### config.mk
export PLATFORM = sky130hd
export DESIGN_NAME = phy_extended_control_two
export DESIGN_NICKNAME = d
export VERILOG_FILES = /design/src/verilog/ext_ctrl2_pkg.sv /design/src/verilog/sqe_if.sv /design/src/verilog/phy_extended_control_two.sv /design/src/verilog/sync2.sv /design/src/verilog/sqe_pulse_gen.sv
export SDC_FILE = /design/constraint.sdc
export NUM_CORES = 1
export LEC_CHECK = 0
export BUFFER_PORTS_ARGS = -buffer_cell sky130_fd_sc_hd__clkbuf_2
export CAP_MARGIN = 10
export CORE_MARGIN = 2
export CORE_UTILIZATION = 35
export CTS_CLUSTER_DIAMETER = 60
export DETAILED_ROUTE_END_ITERATION = 12
export GPL_ROUTABILITY_DRIVEN = 1
export HOLD_SLACK_MARGIN = 0.02
export PLACE_DENSITY = 0.6
export REMOVE_ABC_BUFFERS = 1
export SYNTH_ARGS = -nofsm -noshare
export SYNTH_HDL_FRONTEND = slang
export SYNTH_SLANG_ARGS = --single-unit
### constraint.sdc
create_clock -name sys_clk -period 3.64 [get_ports sys_clk]
set_input_delay 0.182 -clock sys_clk [delete_from_list [all_inputs] [get_ports sys_clk]]
set_output_delay 0.182 -clock sys_clk [all_outputs]
set_load 0.02 [all_outputs]
### src/verilog/ext_ctrl2_pkg.sv
package ext_ctrl2_pkg;

  // Register port geometry
  localparam int ADDR_W = 5;
  localparam int DATA_W = 16;

  // Register offset of the extended control two register
  localparam logic [ADDR_W-1:0] EC2_ADDR = 5'h13;

  // Field positions
  localparam int NODE_REP_BIT = 15;
  localparam int PRIO_BIT = 14;
  localparam int RFAULT_BIT = 13;
  localparam int RSVD_HI = 12;
  localparam int RSVD_LO = 2;
  localparam int AUTO_PD10_BIT = 1;
  localparam int AUTO_PD100_BIT = 0;

  // Reset values
  localparam logic AUTO_PD10_RST = 1'b1;
  localparam logic AUTO_PD100_RST = 1'b1;
  localparam logic RFAULT_RST = 1'b0;
  localparam logic [RSVD_HI-RSVD_LO:0] RSVD_VALUE = 11'h000;
  localparam logic [DATA_W-1:0] RDATA_IDLE = 16'h0000;

  // Timing: clock rate and signal quality error test timing
  localparam int SYS_CLK_MHZ = 40;
  localparam int SQE_DELAY_NS = 1000;
  localparam int SQE_PULSE_NS = 1000;
  localparam int SQE_CNT_W = 8;
  localparam logic [SQE_CNT_W-1:0] SQE_DELAY_CYC =
    SQE_CNT_W'((SQE_DELAY_NS * SYS_CLK_MHZ + 999) / 1000);
  localparam logic [SQE_CNT_W-1:0] SQE_PULSE_CYC =
    SQE_CNT_W'((SQE_PULSE_NS * SYS_CLK_MHZ + 999) / 1000);

  // Edges after reset release before synchronised straps are valid
  localparam logic [1:0] STRAP_SETTLE_CYC = 2'h2;

  // Strap capture sequence
  typedef enum logic {ST_SETTLE, ST_RUN} strap_state_e;

  // Collision test sequence
  typedef enum logic [1:0] {SQ_IDLE, SQ_TX, SQ_WAIT, SQ_PULSE} sqe_state_e;

endpackage

### src/verilog/sqe_if.sv
`timescale 1ns/1ps
// Link between the register block and the collision test generator
interface sqe_if;
  logic tx_en;
  logic test_en;
  logic pulse;

  modport ctrl (output tx_en, output test_en, input pulse);
  modport gen (input tx_en, input test_en, output pulse);
endinterface

### src/verilog/phy_extended_control_two.sv
`timescale 1ns/1ps
module phy_extended_control_two import ext_ctrl2_pkg::*; #(
  parameter logic [SQE_CNT_W-1:0] SQE_DELAY = SQE_DELAY_CYC,
  parameter logic [SQE_CNT_W-1:0] SQE_PULSE = SQE_PULSE_CYC
) (
  // Clock and reset
  input wire logic sys_clk,
  input wire logic nrst,
  // Register port
  input wire logic [ADDR_W-1:0] reg_addr,
  input wire logic [DATA_W-1:0] reg_wdata,
  input wire logic reg_wr,
  input wire logic reg_rd,
  output logic [DATA_W-1:0] reg_rdata,
  // Strap pins
  input wire logic node_repeater_strap,
  input wire logic pin_register_priority_strap,
  // Transmit enable pin from the MAC
  input wire logic tx_en,
  // Link state from the rest of the PHY, same clock
  input wire logic link_is_100,
  input wire logic full_duplex,
  input wire logic rx_activity,
  input wire logic line_collision,
  input wire logic partner_link_fault,
  input wire logic isolate,
  input wire logic sqe_inhibit,
  // Media independent interface status
  output logic carrier_sense,
  output logic collision,
  // Transceiver power control
  output logic power_down_10,
  output logic power_down_100,
  // Mode outputs
  output logic repeater_mode,
  output logic register_priority,
  output logic sqe_default_enable,
  output logic sqe_test_active
);

  typedef struct packed {
    strap_state_e state;
    logic [1:0] settle_cnt;
    logic repeater;
    logic sw_priority;
    logic remote_fault;
    logic auto_pd10;
    logic auto_pd100;
    logic [DATA_W-1:0] rdata;
    logic crs;
    logic col;
    logic pd10;
    logic pd100;
    logic sqe_default;
    logic sqe_en;
  } ctl_s;

  ctl_s st_ff;
  ctl_s nxt_st;

  logic [2:0] pins_sync;
  logic node_rep_s;
  logic prio_s;
  logic tx_en_s;
  logic reg_hit;
  logic [DATA_W-1:0] read_word;

  sqe_if sq ();

  // Straps and transmit enable come from pins, so synchronise them first
  sync2 #(
    .W(3)
  ) u_sync (
    .sys_clk(sys_clk),
    .nrst(nrst),
    .async_in({node_repeater_strap, pin_register_priority_strap, tx_en}),
    .sync_out(pins_sync)
  );

  assign node_rep_s = pins_sync[2];
  assign prio_s = pins_sync[1];
  assign tx_en_s = pins_sync[0];

  // Collision test generator sits on the synchronised transmit enable
  sqe_pulse_gen #(
    .DELAY_CYC(SQE_DELAY),
    .PULSE_CYC(SQE_PULSE)
  ) u_sqe (
    .sys_clk(sys_clk),
    .nrst(nrst),
    .sq(sq.gen)
  );

  assign sq.tx_en = tx_en_s;
  assign sq.test_en = st_ff.sqe_en;

  // Only one register lives here, so a full address compare suffices
  assign reg_hit = (reg_addr == EC2_ADDR);

  // Read image: reserved field forced to zero, never stored
  always_comb begin
    read_word = '0;
    read_word[NODE_REP_BIT] = st_ff.repeater;
    read_word[PRIO_BIT] = st_ff.sw_priority;
    read_word[RFAULT_BIT] = st_ff.remote_fault;
    read_word[RSVD_HI:RSVD_LO] = RSVD_VALUE;
    read_word[AUTO_PD10_BIT] = st_ff.auto_pd10;
    read_word[AUTO_PD100_BIT] = st_ff.auto_pd100;
  end

  // Next-state logic for every flip-flop of the block
  always_comb begin
    nxt_st = st_ff;

    // Straps are taken once the synchroniser has filled after reset
    unique case (st_ff.state)
      ST_SETTLE: begin
        if (st_ff.settle_cnt == STRAP_SETTLE_CYC) begin
          nxt_st.state = ST_RUN;
          nxt_st.repeater = node_rep_s;
          nxt_st.sw_priority = prio_s;
        end else begin
          nxt_st.settle_cnt = st_ff.settle_cnt + 1'b1;
        end
      end
      ST_RUN: begin
        // Straps hold their sampled level until the next reset
        nxt_st.settle_cnt = st_ff.settle_cnt;
      end
    endcase

    // Remote fault follows the partner's control word every cycle
    nxt_st.remote_fault = partner_link_fault;

    // Only the two enables accept writes; bits 15 to 13 and the
    // reserved field are dropped, which keeps their read values intact
    if (reg_wr && reg_hit) begin
      nxt_st.auto_pd10 = reg_wdata[AUTO_PD10_BIT];
      nxt_st.auto_pd100 = reg_wdata[AUTO_PD100_BIT];
    end

    // Read data stand for one cycle only, zero otherwise
    if (reg_rd && reg_hit) begin
      nxt_st.rdata = read_word;
    end else begin
      nxt_st.rdata = RDATA_IDLE;
    end

    // Carrier sense depends on the sampled mode
    if (st_ff.repeater) begin
      nxt_st.crs = rx_activity;
    end else begin
      nxt_st.crs = rx_activity | tx_en_s;
    end

    // Test default follows mode; inhibit bit elsewhere can still veto
    nxt_st.sqe_default = ~st_ff.repeater;

    // Test runs only at 10 Mb/s half duplex in node mode, while powered
    nxt_st.sqe_en = st_ff.sqe_default & ~sqe_inhibit & ~full_duplex &
                    ~st_ff.repeater & ~link_is_100 & ~st_ff.pd10;

    // Test pulse merged with the real collision indication
    nxt_st.col = line_collision | sq.pulse;

    // Automatic power-down, overridden by isolate
    nxt_st.pd10 = isolate | (st_ff.auto_pd10 & link_is_100);
    nxt_st.pd100 = isolate |
                   (st_ff.auto_pd100 & ~link_is_100);
  end

  // Register all state; straps read zero until sampled
  always_ff @(posedge sys_clk) begin
    if (!nrst) begin
      st_ff <= '{state: ST_SETTLE,
                 settle_cnt: 2'h0,
                 repeater: 1'b0,
                 sw_priority: 1'b0,
                 remote_fault: RFAULT_RST,
                 auto_pd10: AUTO_PD10_RST,
                 auto_pd100: AUTO_PD100_RST,
                 rdata: RDATA_IDLE,
                 crs: 1'b0,
                 col: 1'b0,
                 pd10: 1'b0,
                 pd100: 1'b0,
                 sqe_default: 1'b1,
                 sqe_en: 1'b0};
    end else begin
      st_ff <= nxt_st;
    end
  end

  // Every output straight from a flip-flop
  assign reg_rdata = st_ff.rdata;
  assign carrier_sense = st_ff.crs;
  assign collision = st_ff.col;
  assign power_down_10 = st_ff.pd10;
  assign power_down_100 = st_ff.pd100;
  assign repeater_mode = st_ff.repeater;
  assign register_priority = st_ff.sw_priority;
  assign sqe_default_enable = st_ff.sqe_default;
  assign sqe_test_active = st_ff.sqe_en;

endmodule

### src/verilog/sync2.sv
`timescale 1ns/1ps
module sync2 import ext_ctrl2_pkg::*; #(
  parameter int W = 1
) (
  // Clock and reset
  input wire logic sys_clk,
  input wire logic nrst,
  // Asynchronous levels in, synchronised levels out
  input wire logic [W-1:0] async_in,
  output logic [W-1:0] sync_out
);

  typedef struct packed {
    logic [W-1:0] meta;
    logic [W-1:0] stable;
  } sync_s;

  sync_s st_ff;
  sync_s nxt_st;

  // First stage is read only by the second stage
  always_comb begin
    nxt_st.meta = async_in;
    nxt_st.stable = st_ff.meta;
  end

  // Synchronous reset clears both stages
  always_ff @(posedge sys_clk) begin
    if (!nrst) begin
      st_ff <= '0;
    end else begin
      st_ff <= nxt_st;
    end
  end

  assign sync_out = st_ff.stable;

endmodule

### src/verilog/sqe_pulse_gen.sv
`timescale 1ns/1ps
module sqe_pulse_gen import ext_ctrl2_pkg::*; #(
  parameter logic [SQE_CNT_W-1:0] DELAY_CYC = SQE_DELAY_CYC,
  parameter logic [SQE_CNT_W-1:0] PULSE_CYC = SQE_PULSE_CYC
) (
  // Clock and reset
  input wire logic sys_clk,
  input wire logic nrst,
  // Control side
  sqe_if.gen sq
);

  typedef struct packed {
    sqe_state_e state;
    logic [SQE_CNT_W-1:0] cnt;
    logic pulse;
  } sqe_s;

  sqe_s st_ff;
  sqe_s nxt_st;

  // One pulse per transmitted packet, after transmit enable falls
  always_comb begin
    nxt_st = st_ff;
    unique case (st_ff.state)
      SQ_IDLE: begin
        nxt_st.pulse = 1'b0;
        if (sq.tx_en && sq.test_en) begin
          nxt_st.state = SQ_TX;
        end
      end
      SQ_TX: begin
        if (!sq.tx_en) begin
          nxt_st.state = SQ_WAIT;
          nxt_st.cnt = DELAY_CYC - 1'b1;
        end
      end
      SQ_WAIT: begin
        if (st_ff.cnt == '0) begin
          nxt_st.state = SQ_PULSE;
          nxt_st.cnt = PULSE_CYC - 1'b1;
          nxt_st.pulse = 1'b1;
        end else begin
          nxt_st.cnt = st_ff.cnt - 1'b1;
        end
      end
      SQ_PULSE: begin
        if (st_ff.cnt == '0) begin
          nxt_st.state = SQ_IDLE;
          nxt_st.pulse = 1'b0;
        end else begin
          nxt_st.cnt = st_ff.cnt - 1'b1;
        end
      end
    endcase
    // Losing the enable mid-sequence aborts at once, cutting any pulse under way short
    if (!sq.test_en) begin
      nxt_st.state = SQ_IDLE;
      nxt_st.pulse = 1'b0;
      nxt_st.cnt = '0;
    end
  end

  always_ff @(posedge sys_clk) begin
    if (!nrst) begin
      st_ff <= '{state: SQ_IDLE, cnt: '0, pulse: 1'b0};
    end else begin
      st_ff <= nxt_st;
    end
  end

  assign sq.pulse = st_ff.pulse;

endmodule

# Word-level counts from Yosys, hierarchy flattened
# Index checks and enable logic that the tools add are counted.
[word_totals] elab_cells=80 reg_bits=47 inputBits=35 output_inout_bits=24
[classes] n_reduce_logical=14 mux=16 n_eq_ne=11 bitwise=17 add_sub_neg=2
[op_table] operator="$pmux W8 S3" count=1
[op_table] operator="$mux W8" count=2
[op_table] operator="$mux W10" count=1
[op_table] operator="$mux W2" count=5
[op_table] operator="$logic_not A8 Y1" count=1
[op_table] operator="$pmux W2 S4" count=1
[op_table] operator="$reduce_and A2 Y1" count=4
[op_table] operator="$sub A8 B1 Y8 const B" count=1
[op_table] operator="$and A1 B1 Y1" count=7
[op_table] operator="$eq A2 B2 Y1 const B" count=3
[op_table] operator="$ne A2 B1 Y1 const B" count=3
[op_table] operator="$ne A2 B2 Y1 const B" count=3
[op_table] operator="$not A1 Y1" count=6
[op_table] operator="$reduce_and A3 Y1" count=2
[op_table] operator="$reduce_bool A3 Y1" count=2
[op_table] operator="$eq A5 B5 Y1 const B" count=1
[op_table] operator="$mux W1" count=5
[op_table] operator="$or A1 B1 Y1" count=4
[op_table] operator="$reduce_and A4 Y1" count=1
[op_table] operator="$logic_and A1 B1 Y1" count=3
[op_table] operator="$pmux W1 S3" count=1
[op_table] operator="$add A2 B1 Y2 const B" count=1
[op_table] operator="$eq A2 B1 Y1 const B" count=1
[op_table] operator="$logic_not A2 Y1" count=1

# Depth between registers and ports, before layout
# Gate-level depths: netlist of run 1.
[logic_depth] depth_word=6 ltp_mapped=6 depth_no_buf=6

# By module
# A second synthesis of run 1 with hierarchy kept.
[hier_totals] cells_unflattened=172 hier_area_um2=1691.6
[modules_own_cells] module="phy_extended_control_two" cells_per_inst=78 seq_area_each_um2=380.4 instances=1 area_each_um2=809.5
[modules_own_cells] module="sqe_pulse_gen" cells_per_inst=82 seq_area_each_um2=220.2 instances=1 area_each_um2=724.4
[modules_own_cells] module="sync2" cells_per_inst=12 seq_area_each_um2=120.1 instances=1 area_each_um2=157.7

# Least setup slack after synthesis of run 1
# OpenSTA, ideal clock, no wires.
[synth_path] path_kind="reg-to-reg" from="reg u_sqe.st_ff[10] (netlist name)" to="reg u_sqe.st_ff[3] (netlist name)" arrival_ns=1.526 path_slack_ns=2.000 setup_ns=0.115 path_stages_with_launch=7 path_cell_list="dfxtp_1 inv_1 ha_1 o2bb2ai_4 a31oi_1 a41oi_1 o21a_1"
[synth_via] elab_chain_len=3
[synth_lines] item="start, declared" line_no="sqe_pulse_gen.sv:19" text="sqe_s st_ff;"
[synth_lines] item="start signal, assigned" line_no="sqe_pulse_gen.sv:66" text="st_ff <= '{state: SQ_IDLE, cnt: '0, pulse: 1'b0};"
[synth_lines] item="start signal, assigned" line_no="sqe_pulse_gen.sv:68" text="st_ff <= nxt_st;"
[synth_lines] item="$eq A2 B2 Y1 / $eq A2 B1 Y1 (equally long branches)" line_no="sqe_pulse_gen.sv:25" text="unique case (st_ff.state)"
[synth_lines] item="$ne A2 B2 Y1 (no source line) / $reduce_bool A3 Y1 (equally long branches)"
[synth_lines] item="$reduce_and A3 Y1 (no source line)"
# Several ways; a longest one is shown, not always the timed one.
# A chain may end at the register's enable or synchronous reset.

# Final worst setup path of run 1
# Ends and elaborated chain as after synthesis.

==> results of run 1 <==
[cell usage after synthesis (2+ instances only)]
library cell / number
sky130_fd_sc_hd__nor2_1: 13
sky130_fd_sc_hd__a21oi_1: 5
sky130_fd_sc_hd__nor2b_1: 7
sky130_fd_sc_hd__o21ai_0: 2
sky130_fd_sc_hd__a311oi_1: 3
sky130_fd_sc_hd__nand2_1: 7
sky130_fd_sc_hd__mux2i_1: 6
sky130_fd_sc_hd__dfxtp_1: 36
sky130_fd_sc_hd__o21a_1: 5
sky130_fd_sc_hd__buf_4: 16
sky130_fd_sc_hd__nor4b_1: 2
sky130_fd_sc_hd__ha_1: 7
sky130_fd_sc_hd__a31oi_1: 6
sky130_fd_sc_hd__inv_1: 8
sky130_fd_sc_hd__clkbuf_1: 2
sky130_fd_sc_hd__and2_1: 15
sky130_fd_sc_hd__nand4_1: 2
sky130_fd_sc_hd__xnor2_1: 3
[cell type report]
type                            count  area (µm²)
Fill cell                         451        2550
Multi-Input combinational cell    115       802.0
Sequential cell                    36       720.7
Timing Repair Buffer               33       165.2
Clock buffer                        5       68.82
Tap cell                           52       65.06
Clock inverter                      3       42.54
Inverter                            8       30.03
[power groups by stage]
stage                     combinational (mW)  sequential (mW)  clock (mW)
after global routing                   0.110            0.427       0.377
final                                 0.0955            0.424       0.349
after CTS                             0.0975            0.424       0.356
after detailed placement              0.0972            0.433           0
after global placement                0.0949            0.433           0
after floorplan                       0.0648            0.437           0
[registers in the layout, indices dropped and copies added (netlist names), 3 cells and up]
signal and count:
read_word 3, reg_rdata 5, st_ff 3, u_sqe.st_ff 10
u_sync.nxt_st 3, u_sync.sync_out 3
[kinds of logic after synthesis]
group	count (synthesis)	share of synthesized area, %
fa+ha+maj	7	5.331
xor+xnor	3	1.600
mux	6	3.656
buf+inv	26	9.597
flops	36	43.87
simple gates	55	19.88
compound gates	33	15.84
other cells	1	0.2283
[layer usage]
layer	vias to the layer above	GRT usage [%]	routed length (µm)	part of all wire [%]
met2	40	20.18	1295	44
li1	617	-	-	-
met5	-	0	0	0
met1	555	15.56	1432	49
met3	4	4.167	183	6.2
met4	0	4.321	27	0.92
[worst min path at each step]
stage / slack (ps) / cells after the start / endpoint / from
finish: 90 / 2 / collision / line_collision
global route: 100 / 2 / u_sync.nxt_st[1] / pin_register_priority_strap
CTS: 90 / 2 / collision / line_collision
detailed placement: 390 / 2 / collision / line_collision
global placement: 380 / 2 / collision / line_collision
floorplan: 240 / 1 / read_word[0] / nrst
[metrics by stage]
| stage | std cells | worst slack (ps) | util (%) | hold slack (ps) |
|---|---|---|---|---|
| 4_1_cts | 252 | 1731 | 42.62 | 86.74 |
| 6_report | 252 | 1756 | 42.62 | 91.41 |
| 5_1_grt | 252 | 1559 | 42.62 | 96.27 |
| 3_3_place_gp | 244 | 1755 | 40.12 | 383.7 |
| 3_5_place_dp | 244 | 1758 | 40.12 | 386.5 |
| 2_1_floorplan | 159 | 2000 | - | 243.9 |
[worst max-delay path: stages (launching register included)]
cell and delay [ps]:
sky130_fd_sc_hd__dfxtp_1 410, sky130_fd_sc_hd__inv_1 100, sky130_fd_sc_hd__ha_1 350, sky130_fd_sc_hd__o2bb2ai_4 120, sky130_fd_sc_hd__a31oi_1 470, sky130_fd_sc_hd__a41oi_1 200, sky130_fd_sc_hd__o21a_1 130
==> out/qor.txt, run 1 <==
Leading register cell type out of synthesis - sky130_fd_sc_hd__dfxtp_1
Pint - 0.6608 mW
Critical path startpoint - u_sqe.st_ff[10]
Height of the die - 72.51 µm
RSZ-0062 raised after global routing - false
Number of global-route vias before repair - 1158
Count of final max-slew check failures - 0
Design area - 0.001894 mm²
Number of enable-type register cells in the synthesized netlist - 0
Clock Tree Buf Depth - 2
Effective utilization at floorplan - 36.97%
Largest clock skew in the final design - 4.576 ps
Final Wtd Congestion - 0.7760
Worst min-delay path class - in2reg
Synthesized instance count - 167
Max Freq - 530.9 MHz
Number of placement rows - 24
Async set or reset register ratio after synthesis - 0%
CTS clock-pin slew for the worst setup and hold paths - 80 ps
Most common cell after layout, fill and taps aside - sky130_fd_sc_hd__dfxtp_1
Fraction of final layout cells sized beyond drive strength 1 - 24.00%
Yosys warns - 0
Critical Path End Type - register
H-tree level count - 2
Antenna violations before repair - 0
Required time worst endpoint - 3820 ps
Biggest area consumer among synthesized cells - sky130_fd_sc_hd__dfxtp_1
Number of I/O port buffers - 33
Register bit total from synthesis - 36
Cell area after synthesis - 0.001643 mm²
Result of the run - complete, no violations
Clock period minus final worst setup slack - 1884 ps
Cells resized by post-CTS repair - 0
Kind of start point of the critical path - register
# Max-Cap Violations - 0
Sw power - 0.2079 mW
Cell types occupying the most area after synthesis - sky130_fd_sc_hd__dfxtp_1 (44%), sky130_fd_sc_hd__buf_4 (7.3%), sky130_fd_sc_hd__and2_1 (5.7%), sky130_fd_sc_hd__ha_1 (5.3%), sky130_fd_sc_hd__mux2i_1 (3.7%)
Antenna Nets Post-Route - 0
Number of top-level pins - 59
Number of DRC markers after the initial detailed-route iteration - 47
Setup TNS - 0 ps
Post-synthesis area per instance - 9.837 µm²
Horizontal die dimension - 72.51 µm
Critical path capture point - u_sqe.st_ff[3]
Distinct cell type count after synthesis - 40
GR Util All Layers - 12.47%
Hold Violations, Final - 0
Data arrival time of the critical path - 2070 ps
Mean number of vias per cell - 4.825
Root Buffer Master - sky130_fd_sc_hd__clkbuf_8
Path depth of the worst reg2reg path - 6
Placed standard-cell area - 0.001783 mm²
Leakage power - 0.8206 nW
Maximum number of pins on one net before global-route repair - 24
Crit Path Max Fanout - 8
Synth-to-Final Area Change - 15.31%
Headroom to the max-slew limit - 61.59%
Clock tree from TritonCTS - built
Sequential cell area fraction in the yosys report - 43.87%
Post-layout power - 0.8687 mW
Worst reg2reg startpoint - u_sqe.st_ff[10]
Total Nets Final - 241
End of the worst register-to-register path - u_sqe.st_ff[3]
Pin slew with the least headroom to its limit - 573.4 ps
Via total after detailed routing - 1216
Comb pwr share - 11.0%
Peak supply drop - 0.0002666 V
Pwr/cell area - 458.6 mW/mm²
Number of antenna cells inserted - 0
Post CTS Setup Buffer Count - 0
Most frequent cells in the layout - sky130_fd_sc_hd__dfxtp_1 (36), sky130_fd_sc_hd__clkbuf_2 (33), sky130_fd_sc_hd__and2_1 (15)
Sum of net half-perimeters after detailed placement - 2148 µm
Die Footprint - 0.005258 mm²
WL per Instance - 11.66 µm
Register-to-register setup slack - 1760 ps
Core area - 0.004444 mm²
Total DRC errors in the routed layout - 0
Hold Buf Count CTS - 0
Total Wirelength - 2939 µm
Number of endpoints failing setup at the final stage - 0
Post-route fraction of the period consumed by the critical path - 51.75%
Pre-Repair DR Iteration Count - 4
Clock sinks - 36
Wire length of the first global-routing pass - 5085 µm
Number of CTS-inserted buffers - 5
Worst Setup Path Type - reg2reg
Aggregate global routing overflow - 0
Switching share of power - 23.93%
Fraction of post-synthesis cell area in the top cell type by area - 43.87%
Part of the total power dissipated in sequential elements - 48.9%
Clk pwr share - 40.2%
Skew-Pair Late Insertion Delay - 290 ps
(Power assumes the default switching activity.)
==> inputs of run 2 (changes only) <==
--- a/config.mk
+++ b/config.mk
@@ -13,7 +13,7 @@
 export DETAILED_ROUTE_END_ITERATION = 12
 export GPL_ROUTABILITY_DRIVEN = 1
 export HOLD_SLACK_MARGIN = 0.02
-export PLACE_DENSITY = 0.6
+export PLACE_DENSITY = 0.62
 export REMOVE_ABC_BUFFERS = 1
 export SYNTH_ARGS = -nofsm -noshare
 export SYNTH_HDL_FRONTEND = slang
==> constraint.sdc (replaced) <==
create_clock -name sys_clk -period 1.7 [get_ports sys_clk]
set_input_delay 0.085 -clock sys_clk [delete_from_list [all_inputs] [get_ports sys_clk]]
set_output_delay 0.085 -clock sys_clk [all_outputs]
set_load 0.02 [all_outputs]
==> run 2 against run 1 <==
Net effect: global-route usage up 1.1 points; first-iteration DRC count increased by 13%; largest cell class unchanged; register-to-register slack got worse by 1700 ps.
==> out/qor.txt, run 2 (same netlist as run 1, synthesis figures left out) <==
Result of the run - complete, no violations
Clock tree from TritonCTS - built
Hold Violations, Final - 0
Final Wtd Congestion - 0.8411
Largest clock skew in the final design - 5.004 ps
Met3 layer usage reported by global route - 4.861%
Number of endpoints failing setup at the final stage - 0
H-tree level count - 2
Tightest hold margin - 83.53 ps
Number of global-route vias before repair - 1236
Number of top-level pins - 59
Root Buffer Master - sky130_fd_sc_hd__clkbuf_8
Maximum number of pins on one net before global-route repair - 14
Required time worst endpoint - 1880 ps
Peak supply drop - 0.0005124 V
Total Wirelength - 3312 µm
Skew-Pair Late Insertion Delay - 290 ps
Number of I/O port buffers - 33
Die Footprint - 0.005258 mm²
Design area - 0.002196 mm²
Fill cell total of the finished layout - 416
Met2 routing resource usage after global routing - 21.92%
GR Util All Layers - 13.55%
Wire length of the first global-routing pass - 5395 µm
Antenna violations before repair - 0
Effective utilization at floorplan - 36.97%
Clock period minus final worst setup slack - 1664 ps
Count of final max-slew check failures - 0
Number of placement rows - 24
Clock sinks - 36
Crit Path Max Fanout - 5
Height of the die - 72.51 µm
Post-route fraction of the period consumed by the critical path - 97.91%
Post-layout power - 1.734 mW
Most congested layer reported by global routing - met2
Largest reg by FF count - u_sqe.st_ff
Worst Setup Path Type - reg2reg
Horizontal die dimension - 72.51 µm
WL per Instance - 11.74 µm
Aggregate global routing overflow - 0
Sum of net half-perimeters after detailed placement - 2268 µm
Data arrival time of the critical path - 1840 ps
Final core utilization - 49.41%
Number of CTS-inserted buffers - 5
Global-route met1 utilization - 15.85%
Highest cell delay on the worst timing path - 340 ps
Clock Tree Buf Depth - 2
Core area - 0.004444 mm²
Leakage power - 0.9610 nW
Max Freq - 600.8 MHz
Via total after detailed routing - 1314
Fraction of final layout cells sized beyond drive strength 1 - 34.35%
# Max-Cap Violations - 0
Top cell family by delay on the critical path - compound AO/OA/AOI/OAI gates
Total Nets Final - 271
Synth-to-Final Area Change - 33.66%
Pwr/cell area - 789.5 mW/mm²
Worst min-delay path class - in2reg
Crit path cell chain - inv_2, ha_4, nor3b_4, buf_4, a21o_1, a211oi_2, a41o_1
Placed standard-cell area - 0.001888 mm²
Number of DRC markers after the initial detailed-route iteration - 53
Pre-Repair DR Iteration Count - 4
Mean number of vias per cell - 4.660
Antenna Nets Post-Route - 0
Most frequent cells in the layout - sky130_fd_sc_hd__dfxtp_1 (33), sky130_fd_sc_hd__clkbuf_2 (33), sky130_fd_sc_hd__buf_4 (20)
Largest register FFs - 10
CTS clock-pin slew for the worst setup and hold paths - 70 ps
Number of antenna cells inserted - 0
Total DRC errors in the routed layout - 0
Critical Path End Type - register
Slowest cell on the critical path - sky130_fd_sc_hd__nor3b_4
Combined buffer and inverter count along the critical path - 2
Kind of start point of the critical path - register
## run 2: per-layer routing
metal	routed length, µm	up-vias	part of all wire, %
li1	-	677	-
met1	1420	593	43
met2	1616	38	49
met3	199	6	6.0
met4	74	0	2.2
met5	0	-	0
## run 2: report_power, final
group          switching (mW)  total (mW)  leakage, nW  internal (mW)
sequential             0.0200       0.908        0.295          0.888
clock                   0.312       0.603       0.0414          0.291
combinational           0.114       0.222        0.624          0.108
## run 2: worst reg2reg max path: cells and delay by family, from the launching register on
family                   cells  cell delay, ps
AO/OA/AOI/OAI                3             510
buffers and inverters        2             250
adder cells (fa/ha/maj)      1             130
AND/OR/NAND/NOR              1             340
flip-flops                   1             320
## run 2: path summary, 6_finish.rpt
kind	startpoint	to	slack [ps]	cells after the start
worst max register to register	u_sqe.st_ff[2]	u_sqe.st_ff[10]	40	7
worst min register to register	read_word[13]	reg_rdata[13]	430	1
worst max-delay path	u_sqe.st_ff[2]	u_sqe.st_ff[10]	40	7
worst min-delay path	nrst	sqe_default_enable	80	2
## run 2: cell type report
type | count | area, µm² | share of cell area [%]
multi-input cells | 115 | 862.1 | 39.26
flip-flops and latches | 36 | 724.4 | 32.99
repair buffers | 63 | 425.4 | 19.37
clock buffers | 6 | 72.57 | 3.305
well taps | 52 | 65.06 | 2.963
inverters | 8 | 30.03 | 1.368
clock inverters | 2 | 16.27 | 0.7407
## run 2: timing repair
| item | CTS | global route |
|---|---|---|
| hold buffers | 9 | 0 |
| hold endpoints to repair | 9 | 0 |
| endpoints found under the setup margin | 6 | 9 |
| setup buffers | 0 | 7 |
| gates resized for setup | 2 | 13 |
| pin swaps | 0 | 5 |
## run 2: per-stage QoR
stage	TNS, ps	setup slack (ps)	std cells
after detailed placement	-244.4	-97.01	258
final	0	35.54	282
after floorplan	0	59.62	159
after CTS	0	4.934	275
after global routing	-85.90	-44.09	282
after global placement	-162.3	-67.14	258
==> inputs of run 3 (changes only) <==
==> constraint.sdc (replaced) <==
create_clock -name sys_clk -period 1.35 [get_ports sys_clk]
set_input_delay 0.0675 -clock sys_clk [delete_from_list [all_inputs] [get_ports sys_clk]]
set_output_delay 0.0675 -clock sys_clk [all_outputs]
set_load 0.02 [all_outputs]
==> run 3 against run 2 <==
Net effect: maximum frequency grew 3.2%; critical path depth is the same; first-iteration DRC count shrank 15%; non-clock buffer count grew 17; the run now ends with setup timing left; setup slack lost 300 ps; wire length grew 15%; global-route usage grew 1.4 points; flip-flop and latch count is the same; register-to-register slack lost 300 ps; largest power group unchanged.
==> out/qor.txt, run 3 (same netlist as run 1, synthesis figures left out) <==
Number of global-route vias before repair - 1367
Height of the die - 72.51 µm
Crit path cell chain - inv_2, ha_4, nor3b_4, buf_4, a31oi_2, a41oi_1, o21a_1
Die Footprint - 0.005258 mm²
Clock sinks - 36
Crit Path Max Fanout - 6
Fraction of final layout cells sized beyond drive strength 1 - 44.94%
Number of placement rows - 24
Max Freq - 620.1 MHz
Placed standard-cell area - 0.002016 mm²
Post-route insts no fill - 299
Total DRC errors in the routed layout - 0
Worst min-delay path class - in2reg
Number of CTS-inserted buffers - 5
Critical Path End Type - register
Mean number of vias per cell - 4.739
Number of I/O port buffers - 33
Number of DRC markers after the initial detailed-route iteration - 45
Total Wirelength - 3807 µm
Maximum number of pins on one net before global-route repair - 17
Result of the run - finished, violations left
Critical Path Stages - 7
Synth-to-Final Area Change - 47.22%
Final Wtd Congestion - 0.8195
# Max-Cap Violations - 0
Post-route fraction of the period consumed by the critical path - 119.4%
Clock period minus final worst setup slack - 1613 ps
H-tree level count - 2
Skew-Pair Late Insertion Delay - 290 ps
Kind of start point of the critical path - register
Aggregate global routing overflow - 0
Slack of the critical path - -262.5 ps
Data arrival time of the critical path - 1850 ps
Slowest cell on the critical path - sky130_fd_sc_hd__dfxtp_2
Root Buffer Master - sky130_fd_sc_hd__clkbuf_8
Total Nets Final - 288
Post-placement worst setup slack - -377.5 ps
Leakage power - 1.066 nW
Setup TNS - -2267 ps
Count of final max-slew check failures - 0
Pre-Repair DR Iteration Count - 4
Antenna violations before repair - 0
Final core utilization - 54.42%
Wire length of the first global-routing pass - 6085 µm
Top cell family by delay on the critical path - compound AO/OA/AOI/OAI gates
Largest reg by FF count - u_sqe.st_ff
WL per Instance - 12.73 µm
Fill cell total of the finished layout - 380
RSZ-0062 raised after global routing - true
Clock tree from TritonCTS - built
Failing checks - setup timing
Worst Setup Path Type - reg2reg
Antenna Nets Post-Route - 0
Required time worst endpoint - 1580 ps
Register-to-register setup slack - -260 ps
Largest register FFs - 10
Via total after detailed routing - 1417
Horizontal die dimension - 72.51 µm
CTS clock-pin slew for the worst setup and hold paths - 70 ps
Highest cell delay on the worst timing path - 330 ps
Hold Violations, Final - 0
Combined buffer and inverter count along the critical path - 2
Sum of net half-perimeters after detailed placement - 2472 µm
Clock Tree Buf Depth - 2
Number of antenna cells inserted - 0
Post-layout power - 2.182 mW
Most common cell after layout, fill and taps aside - sky130_fd_sc_hd__clkbuf_2
Core area - 0.004444 mm²
Number of endpoints failing setup at the final stage - 11
Hold-critical path depth - 3
Most frequent cells in the layout - sky130_fd_sc_hd__clkbuf_2 (33), sky130_fd_sc_hd__buf_4 (31), sky130_fd_sc_hd__dfxtp_1 (30)
Cell Count Post-Placement - 275
Number of top-level pins - 59
GR Util All Layers - 14.99%
Pwr/cell area - 902.1 mW/mm²
Design area - 0.002419 mm²
Path depth of the worst reg2reg path - 7
Largest clock skew in the final design - 10.92 ps
Effective utilization at floorplan - 36.97%
Tightest hold margin - 73.41 ps
Peak supply drop - 0.0005993 V
-- run 3: changes by cell type in the layout (fill, tap and decap cells not counted), sizes merged --
| cell | delta |
|---|---|
| buf | +17 |
| clkbuf | -1 |
| clkinv | +2 |
| clkinvlp | -1 |
-- run 3: tightest hold or removal path, cell delays in order --
cell	delay, ps
sky130_fd_sc_hd__clkbuf_2	100
sky130_fd_sc_hd__a21oi_1	60
sky130_fd_sc_hd__nor2b_1	90
-- run 3: final cells by class --
| class | count | area, µm² | share of cell area, % |
|---|---|---|---|
| clock inverters | 3 | 18.77 | 0.7760 |
| well taps | 52 | 65.06 | 2.690 |
| clock buffers | 5 | 68.82 | 2.845 |
| repair buffers | 80 | 566.8 | 23.44 |
| flip-flops and latches | 36 | 730.7 | 30.21 |
| inverters | 8 | 32.53 | 1.345 |
| multi-input cells | 115 | 935.9 | 38.70 |
-- run 3: path summary, 6_finish.rpt --
| path | from | endpoint |
|---|---|---|
| worst max-delay path | u_sqe.st_ff[2] | u_sqe.st_ff[3] |
| worst min-delay path | link_is_100 | power_down_10 |
| worst max register to register | u_sqe.st_ff[2] | u_sqe.st_ff[3] |
| worst min register to register | u_sync.nxt_st[2] | u_sync.sync_out[2] |
-- run 3: power by group --
part | switching [mW] | internal [mW] | total [mW]
clock | 0.398 | 0.359 | 0.758
combinational | 0.146 | 0.137 | 0.283
sequential | 0.0249 | 1.12 | 1.14
total | 0.569 | 1.61 | 2.18
-- run 3: what timing repair did --
action                                  CTS  global route
endpoints found under the setup margin   11            11
endpoints found under the hold margin     9             0
hold buffers                              9             0
resized for setup                        31            12
pin swaps                                19             6
setup buffers                             5             3
-- run 3: layer usage --
metal | track usage (%) | share of wire [%] | vias up
met5 | 0 | 0 | -
met3 | 3.611 | 4.2 | 6
li1 | - | - | 716
met2 | 24.46 | 49 | 36
met4 | 6.173 | 1.3 | 0
met1 | 19.00 | 45 | 659
